$ cat config.mk
export PLATFORM = sky130hd
export DESIGN_NAME = aiowf_analog_io_fmt
export DESIGN_NICKNAME = d
export VERILOG_FILES = /design/src/aiowf_word_mem.v /design/src/aiowf_analog_io_fmt.v
export VERILOG_INCLUDE_DIRS = /design/src
export SDC_FILE = /design/constraint.sdc
export NUM_CORES = 1
export LEC_CHECK = 0
export BUFFER_PORTS_ARGS = -buffer_cell sky130_fd_sc_hd__buf_2
export CORE_ASPECT_RATIO = 0.7
export CORE_MARGIN = 2
export CORE_UTILIZATION = 35
export DETAILED_ROUTE_END_ITERATION = 10
export REMOVE_ABC_BUFFERS = 1
export SLEW_MARGIN = 20
export SYNTH_ARGS = -nofsm -noshare
export SYNTH_HDL_FRONTEND = slang
export SYNTH_SLANG_ARGS = --single-unit
$ cat constraint.sdc
create_clock -name clock -period 2.5 [get_ports clock]
set_input_delay 0.625 -clock clock [delete_from_list [all_inputs] [get_ports clock]]
set_output_delay 0.625 -clock clock [all_outputs]
set_load 0.1 [all_outputs]
$ cat src/aiowf_regs.vh
// Constants for the analog I/O word format and configuration block
`ifndef AIOWF_REGS_VH
`define AIOWF_REGS_VH
`define AIOWF_ADDR_W 4
`define AIOWF_OFF_IN0 4'h0
`define AIOWF_OFF_IN1 4'h1
`define AIOWF_OFF_IN2 4'h2
`define AIOWF_OFF_IN3 4'h3
`define AIOWF_OFF_OUT 4'h4
`define AIOWF_OFF_CFG 4'h5
`define AIOWF_OFF_ADC 4'h6
`define AIOWF_ADC_W 12
`define AIOWF_WORD_W 16
`define AIOWF_UNI_SHIFT 3
`define AIOWF_BI_SHIFT 4
`define AIOWF_CFG_POL 0
`define AIOWF_CFG_GAIN_LO 1
`define AIOWF_CFG_GAIN_HI 2
`define AIOWF_CFG_ATT_LO 3
`define AIOWF_CFG_ATT_HI 5
`define AIOWF_GAIN_X1 2'h0
`define AIOWF_GAIN_X10 2'h1
`define AIOWF_GAIN_X100 2'h2
`define AIOWF_GAIN_NONE 2'h3
`define AIOWF_ATT_08 3'h1
`define AIOWF_ATT_04 3'h2
`define AIOWF_ATT_02 3'h4
`define AIOWF_RESET_WORD 16'h0000
`define AIOWF_RESET_DAC 12'h000
`define AIOWF_NUM_CH 4
`define AIOWF_SW_ATT_HI 2
`define AIOWF_SW_ATT_LO 0
`define AIOWF_SW_GAIN_HI 3
`define AIOWF_SW_GAIN_LO 4
`define AIOWF_SW_POL 5
`define AIOWF_SYNC_FILL 2'h3
`endif

$ cat src/aiowf_word_mem.v
// Small register-output memory holding the four formatted input words
`timescale 1ns/1ps
`include "aiowf_regs.vh"
module aiowf_word_mem #(
  parameter DEPTH = 4,
  parameter AW = 2,
  parameter DW = 16
) (
  input wire clock,
  input wire wrEn,
  input wire [AW-1:0] wrAddr,
  input wire [DW-1:0] wrData,
  input wire [AW-1:0] rdAddr,
  output reg [DW-1:0] rdData
);
  reg [DW-1:0] mem [0:DEPTH-1];

  always @(posedge clock) begin
    if (wrEn) begin
      mem[wrAddr] <= wrData;
    end
    rdData <= mem[rdAddr];
  end
endmodule

$ cat src/aiowf_analog_io_fmt.v
// Switch decode, input word formatting and output word truncation
//
// The address map and the plain strobed port are this design's own decisions.
`timescale 1ns/1ps
`include "aiowf_regs.vh"
module aiowf_analog_io_fmt #(
  parameter NUM_CH = `AIOWF_NUM_CH,
  parameter ADC_W = `AIOWF_ADC_W,
  parameter WORD_W = `AIOWF_WORD_W
) (
  input wire clock,
  input wire rst_n,
  input wire attenSelAClosed,
  input wire attenSelBClosed,
  input wire attenSelCClosed,
  input wire gainSelHiClosed,
  input wire gainSelLoClosed,
  input wire polaritySelClosed,
  input wire adcValid,
  input wire [1:0] adcChannel,
  input wire [ADC_W-1:0] adcData,
  input wire [`AIOWF_ADDR_W-1:0] address,
  input wire [WORD_W-1:0] writeData,
  input wire writeStrobe,
  input wire readStrobe,
  output reg [WORD_W-1:0] readData,
  output reg [ADC_W-1:0] dacCode,
  output reg dacLoad,
  output reg cfgUnipolar,
  output reg [1:0] cfgGain,
  output reg [2:0] cfgAtten,
  output reg cfgValid
);
  // Switch pins are asynchronous: three-stage synchroniser per pin
  reg [5:0] swS1_reg;
  reg [5:0] swS2_reg;
  reg [5:0] swS3_reg;
  reg [5:0] swStable_reg;
  reg [5:0] swStable_next;
  reg [1:0] state_reg;
  reg [1:0] state_next;
  reg [1:0] fill_reg;
  reg [WORD_W-1:0] outWord_reg;
  reg [ADC_W-1:0] lastAdc_reg;
  reg rdSel_reg;
  reg [WORD_W-1:0] rdDirect_reg;
  wire [WORD_W-1:0] memData;
  wire [WORD_W-1:0] fmtWord;
  wire [5:0] swRaw;

  localparam ST_SETTLE = 2'h0;
  localparam ST_LATCH = 2'h1;
  localparam ST_RUN = 2'h2;

  // Closed switch is taken as asserted, pin high when closed
  assign swRaw = {polaritySelClosed, gainSelLoClosed, gainSelHiClosed,
                  attenSelCClosed, attenSelBClosed, attenSelAClosed};

  // Left-justify the converter result; shift depends on polarity
  function [WORD_W-1:0] fmtInput;
    input [ADC_W-1:0] code;
    input unipolar;
    begin
      if (unipolar) begin
        fmtInput = {1'b0, code, 3'h0};
      end else begin
        fmtInput = {code, 4'h0};
      end
    end
  endfunction

  // Gain decode: gain_sel_hi is the first switch, gain_sel_lo the second
  function [1:0] decGain;
    input hi;
    input lo;
    begin
      case ({hi, lo})
        2'h0: decGain = `AIOWF_GAIN_X1;
        2'h1: decGain = `AIOWF_GAIN_X10;
        2'h2: decGain = `AIOWF_GAIN_X100;
        default: decGain = `AIOWF_GAIN_NONE;
      endcase
    end
  endfunction

  always @(posedge clock) begin
    if (!rst_n) begin
      swS1_reg <= 6'h00;
      swS2_reg <= 6'h00;
      swS3_reg <= 6'h00;
      swStable_reg <= 6'h00;
    end else begin
      swS1_reg <= swRaw;
      swS2_reg <= swS1_reg;
      swS3_reg <= swS2_reg;
      swStable_reg <= swStable_next;
    end
  end

  // A change counts once stages two and three agree
  always @* begin
    swStable_next = swStable_reg;
    if (swS2_reg == swS3_reg) begin
      swStable_next = swS3_reg;
    end
  end

  // Settle lets the synchroniser fill before the one-time latch
  always @* begin
    state_next = state_reg;
    case (state_reg)
      ST_SETTLE: begin
        // Wait for the chain to refill, else reset zeros would be latched
        if (fill_reg == `AIOWF_SYNC_FILL && swS2_reg == swS3_reg) begin
          state_next = ST_LATCH;
        end
      end
      ST_LATCH: state_next = ST_RUN;
      ST_RUN: state_next = ST_RUN;
      default: state_next = ST_SETTLE;
    endcase
  end

  // Reset stands for power-up; after the latch switches are ignored
  always @(posedge clock) begin
    if (!rst_n) begin
      state_reg <= ST_SETTLE;
      fill_reg <= 2'h0;
      cfgUnipolar <= 1'b0;
      cfgGain <= `AIOWF_GAIN_X1;
      cfgAtten <= 3'h0;
      cfgValid <= 1'b0;
    end else begin
      state_reg <= state_next;
      if (state_reg == ST_SETTLE && fill_reg != `AIOWF_SYNC_FILL) begin
        fill_reg <= fill_reg + 2'h1;
      end
      if (state_reg == ST_LATCH) begin
        cfgUnipolar <= swStable_reg[`AIOWF_SW_POL];
        cfgGain <= decGain(swStable_reg[`AIOWF_SW_GAIN_HI],
                           swStable_reg[`AIOWF_SW_GAIN_LO]);
        // Raw one-hot kept; unlisted mixes pass through unflagged
        cfgAtten <= swStable_reg[`AIOWF_SW_ATT_HI:`AIOWF_SW_ATT_LO];
        cfgValid <= 1'b1;
      end
    end
  end

  // One shared configuration formats every channel
  assign fmtWord = fmtInput(adcData, cfgUnipolar);

  aiowf_word_mem #(
    .DEPTH(NUM_CH),
    .AW(2),
    .DW(WORD_W)
  ) u_words (
    .clock(clock),
    .wrEn(adcValid & cfgValid),
    .wrAddr(adcChannel),
    .wrData(fmtWord),
    .rdAddr(address[1:0]),
    .rdData(memData)
  );

  // Output word write; converter takes only the upper bits
  always @(posedge clock) begin
    if (!rst_n) begin
      outWord_reg <= `AIOWF_RESET_WORD;
      dacCode <= `AIOWF_RESET_DAC;
      dacLoad <= 1'b0;
      lastAdc_reg <= `AIOWF_RESET_DAC;
    end else begin
      dacLoad <= 1'b0;
      if (adcValid) begin
        lastAdc_reg <= adcData;
      end
      if (writeStrobe && address == `AIOWF_OFF_OUT) begin
        outWord_reg <= writeData;
        dacCode <= writeData[WORD_W-1:`AIOWF_BI_SHIFT];
        dacLoad <= 1'b1;
      end
    end
  end

  // Read data valid the cycle after the strobe only
  always @(posedge clock) begin
    if (!rst_n) begin
      rdSel_reg <= 1'b0;
      rdDirect_reg <= `AIOWF_RESET_WORD;
    end else begin
      rdSel_reg <= 1'b0;
      rdDirect_reg <= `AIOWF_RESET_WORD;
      if (readStrobe) begin
        case (address)
          `AIOWF_OFF_IN0, `AIOWF_OFF_IN1, `AIOWF_OFF_IN2, `AIOWF_OFF_IN3: begin
            rdSel_reg <= 1'b1;
          end
          `AIOWF_OFF_OUT: rdDirect_reg <= outWord_reg;
          `AIOWF_OFF_CFG: rdDirect_reg <= {9'h000, cfgValid, cfgAtten, cfgGain,
                                            cfgUnipolar};
          `AIOWF_OFF_ADC: rdDirect_reg <= {4'h0, lastAdc_reg};
          default: rdDirect_reg <= `AIOWF_RESET_WORD;
        endcase
      end
    end
  end

  always @* begin
    readData = rdSel_reg ? memData : rdDirect_reg;
  end
endmodule

==> metrics.cfg <==
[status]
status=complete, no violations

[final_layout]
drive_above_1_share_pct=33.0
seq_area_um2=3440
syn_to_final_growth_pct=22.9
nNetsFinal=557
antenna_cells=0
multi_input_area_um2=1810
final_util_pct=43.6
largest_reg_flops=52
fill_cells=1433

[cts]
cts_made_buffers=17
root_buffer=clkbuf_16
post_cts_buffers=0
clk_pin_slew_worst_paths_ns=0.06
cts_sinks=146
hold_buffers=0
ctsResizeCount=0
clock_path_buffers=2
cts_tree=yes
cts_max_level=4
clk_latency_ns=0.41

[timing]
tns_ns=0
slew_headroom_pct=56.5
rsz0062_at_grt=no
setup_violations=0
fin_ws_ns=0.221
hold_violations=0
final_max_slew_viol_count=0
fin_crit_ns=2.28
hold-worst-slack_ns=0.413
fin_skew_ns=0.00829
period_share_pct=91.2
clock.fmax_ghz=0.439
tightest_slew_ns=0.651

[synthesis]
seq_area_frac_synth_pct=62.9
synth-edff-count=52
yosysWarnings=0
synthCells=430
synth_ff_type=dfxtp_1
synthesis.area_um2=5470
netlist.area_leader.share_pct=34.4
async_reset_ff_share_pct=0
synth_cell_types=33
synthTopCellsByArea=dfxtp_1 34%, edfxtp_1 29%, mux2_2 6.4%
ys_ff_latch=146
yosys.area.top_type=dfxtp_1
syn_area_per_cell_um2=12.7

[route]
vias=3520
wire_per_inst_um=17.4
wl_um=12500
drtIter0Drc=225
first_pass_iters=5
drc=0
ant_nets=0
viasPerCell=4.88

[global_route]
grt_pass1_wl_um=19400
antenna_found_initial=0
grt_max_degree=37
grtUsageTotal_pct=15.6
grtUsageMet3_pct=3.97
grt_remaining_overflow=0
use_met1_pct=22.1
grt_use_met2_pct=23.5
grt_busiest_layer=met2
grt_pass1_vias=3464

[floorplanning]
die_h_um=109
rows=38
ioPinCount=81
core_um2=15400
die_w_um=153
start_util_pct=35.5
die_area_um2=16700

[power_and_ir_drop]
switching_power_mw=1.24
switching_share_pct=22.5
powerDensity_nw_per_um2=819
p_leak_nw=2.62
power.share.clock_pct=46.9
seqPwrFrac_pct=46.3
vdd_ir_drop_max_mv=0.478
pwr-share-comb_pct=6.7
internal-power_mw=4.27

[setup_path]
worstSetupEndpointType=output pin
cp_max_fo=10
cp_data_arrival_time_ns=1.65
required_ns=1.88
worstSetupStartpointType=flip-flop
path_class=flip-flop to output pin
r2r_setup_slack_ns=1.03

[run]
cap_violations=0

[placed_design]
numPortBuffers=80
dp_slack_ns=0.388
hpwlAfterDp_um=8670
gp_congestion=0.732

[hold_path]
hold_path.class=input port to flip-flop

-- cells in the mapped netlist, types with 3 or more instances --
master    count
dfxtp_1      94
edfxtp_1     52
nand2_1      50
nor2_1       38
mux2_2       31
mux2i_1      25
and2_1       23
a21oi_1      16
clkbuf_1     16
buf_4        13
mux4_2       13
a22oi_1      12
xnor2_1       7
buf_2         6
nor2b_1       6
inv_1         5
ha_1          3
nand3_1       3
nor3_1        3
-- worst max-delay path, cell delays in order, from the launching register on --
cell and delay (ns):
dfxtp_1 0.34, buf_4 0.24, mux2_2 0.37, buf_2 0.29
-- cells in the final DEF, fill, tap and decap left out, types with 2 or more instances in the layout --
| cell type | n |
|---|---|
| clkbuf_1 | 2 |
| edfxtp_1 | 52 |
| xnor2_1 | 7 |
| nor3_1 | 3 |
| buf_4 | 16 |
| nand3_1 | 3 |
| a22oi_1 | 12 |
| clkinv_4 | 4 |
| nand2_1 | 50 |
| buf_2 | 76 |
| a21oi_1 | 16 |
| inv_1 | 5 |
| mux2i_1 | 25 |
| bufinv_16 | 3 |
| clkbuf_16 | 17 |
| and2_1 | 23 |
| dfxtp_1 | 94 |
| mux2_2 | 31 |
| ha_1 | 3 |
| nor2_1 | 38 |
| buf_12 | 5 |
| mux4_2 | 13 |
| clkinvlp_4 | 2 |
| nor2b_1 | 6 |
-- routing by layer --
layer / share of wire (%) / up-vias
li1: - / 1642
met1: 48 / 1749
met2: 44 / 120
met3: 6.9 / 9
met4: 0.90 / 0
met5: 0 / -
-- path summary, 6_finish.rpt --
path,from,end,cells after the start
worst min register to register,swS1_reg[5],swS2_reg[5],1
worst max register to register,swS3_reg[1],swStable_reg[5],4
worst min-delay path,polaritySelClosed,swS1_reg[5],2
worst max-delay path,rdSel_reg,readData[9],3
-- power by group through the flow --
stage	Sequential, mW	Combinational [mW]	Clock (mW)
final	2.55	0.371	2.58
after global routing	2.56	0.405	2.73
after detailed placement	2.60	0.372	0
after floorplan	2.63	0.196	0
after CTS	2.55	0.375	2.62
after global placement	2.60	0.362	0
-- area by class of cell --
class                      instances  area share (%)
clock buffer                      20            6.64
clock inverter                    12            2.35
inverter                           5           0.279
multi-input combinational        242            26.9
sequential                       146            51.2
tap                              200            3.72
timing repair buffer              97            8.93
-- logic make-up (layout without fill, tap and decap cells) --
group | Yosys count | in the layout | synth area share, %
buffers and inverters | 42 | 134 | 4.05
multiplexers | 69 | 69 | 16.3
adder cells (fa/ha/maj) | 3 | 3 | 0.686
AO/OA/AOI/OAI | 32 | 32 | 3.73
XOR/XNOR | 7 | 7 | 1.12
flip-flops | 146 | 146 | 62.9
AND/OR/NAND/NOR | 131 | 131 | 11.2
-- per-stage QoR --
| step | area [µm²] | total power, mW | std cells |
|---|---|---|---|
| 6_report | 6720 | 5.51 | 722 |
| 5_1_grt | 6720 | 5.70 | 722 |
| 4_1_cts | 6720 | 5.55 | 722 |
| 3_5_place_dp | 6120 | 2.98 | 690 |
| 3_3_place_gp | 6120 | 2.96 | 690 |
| 2_1_floorplan | 5270 | 2.82 | 393 |
Power figures use the tool's default switching activity.
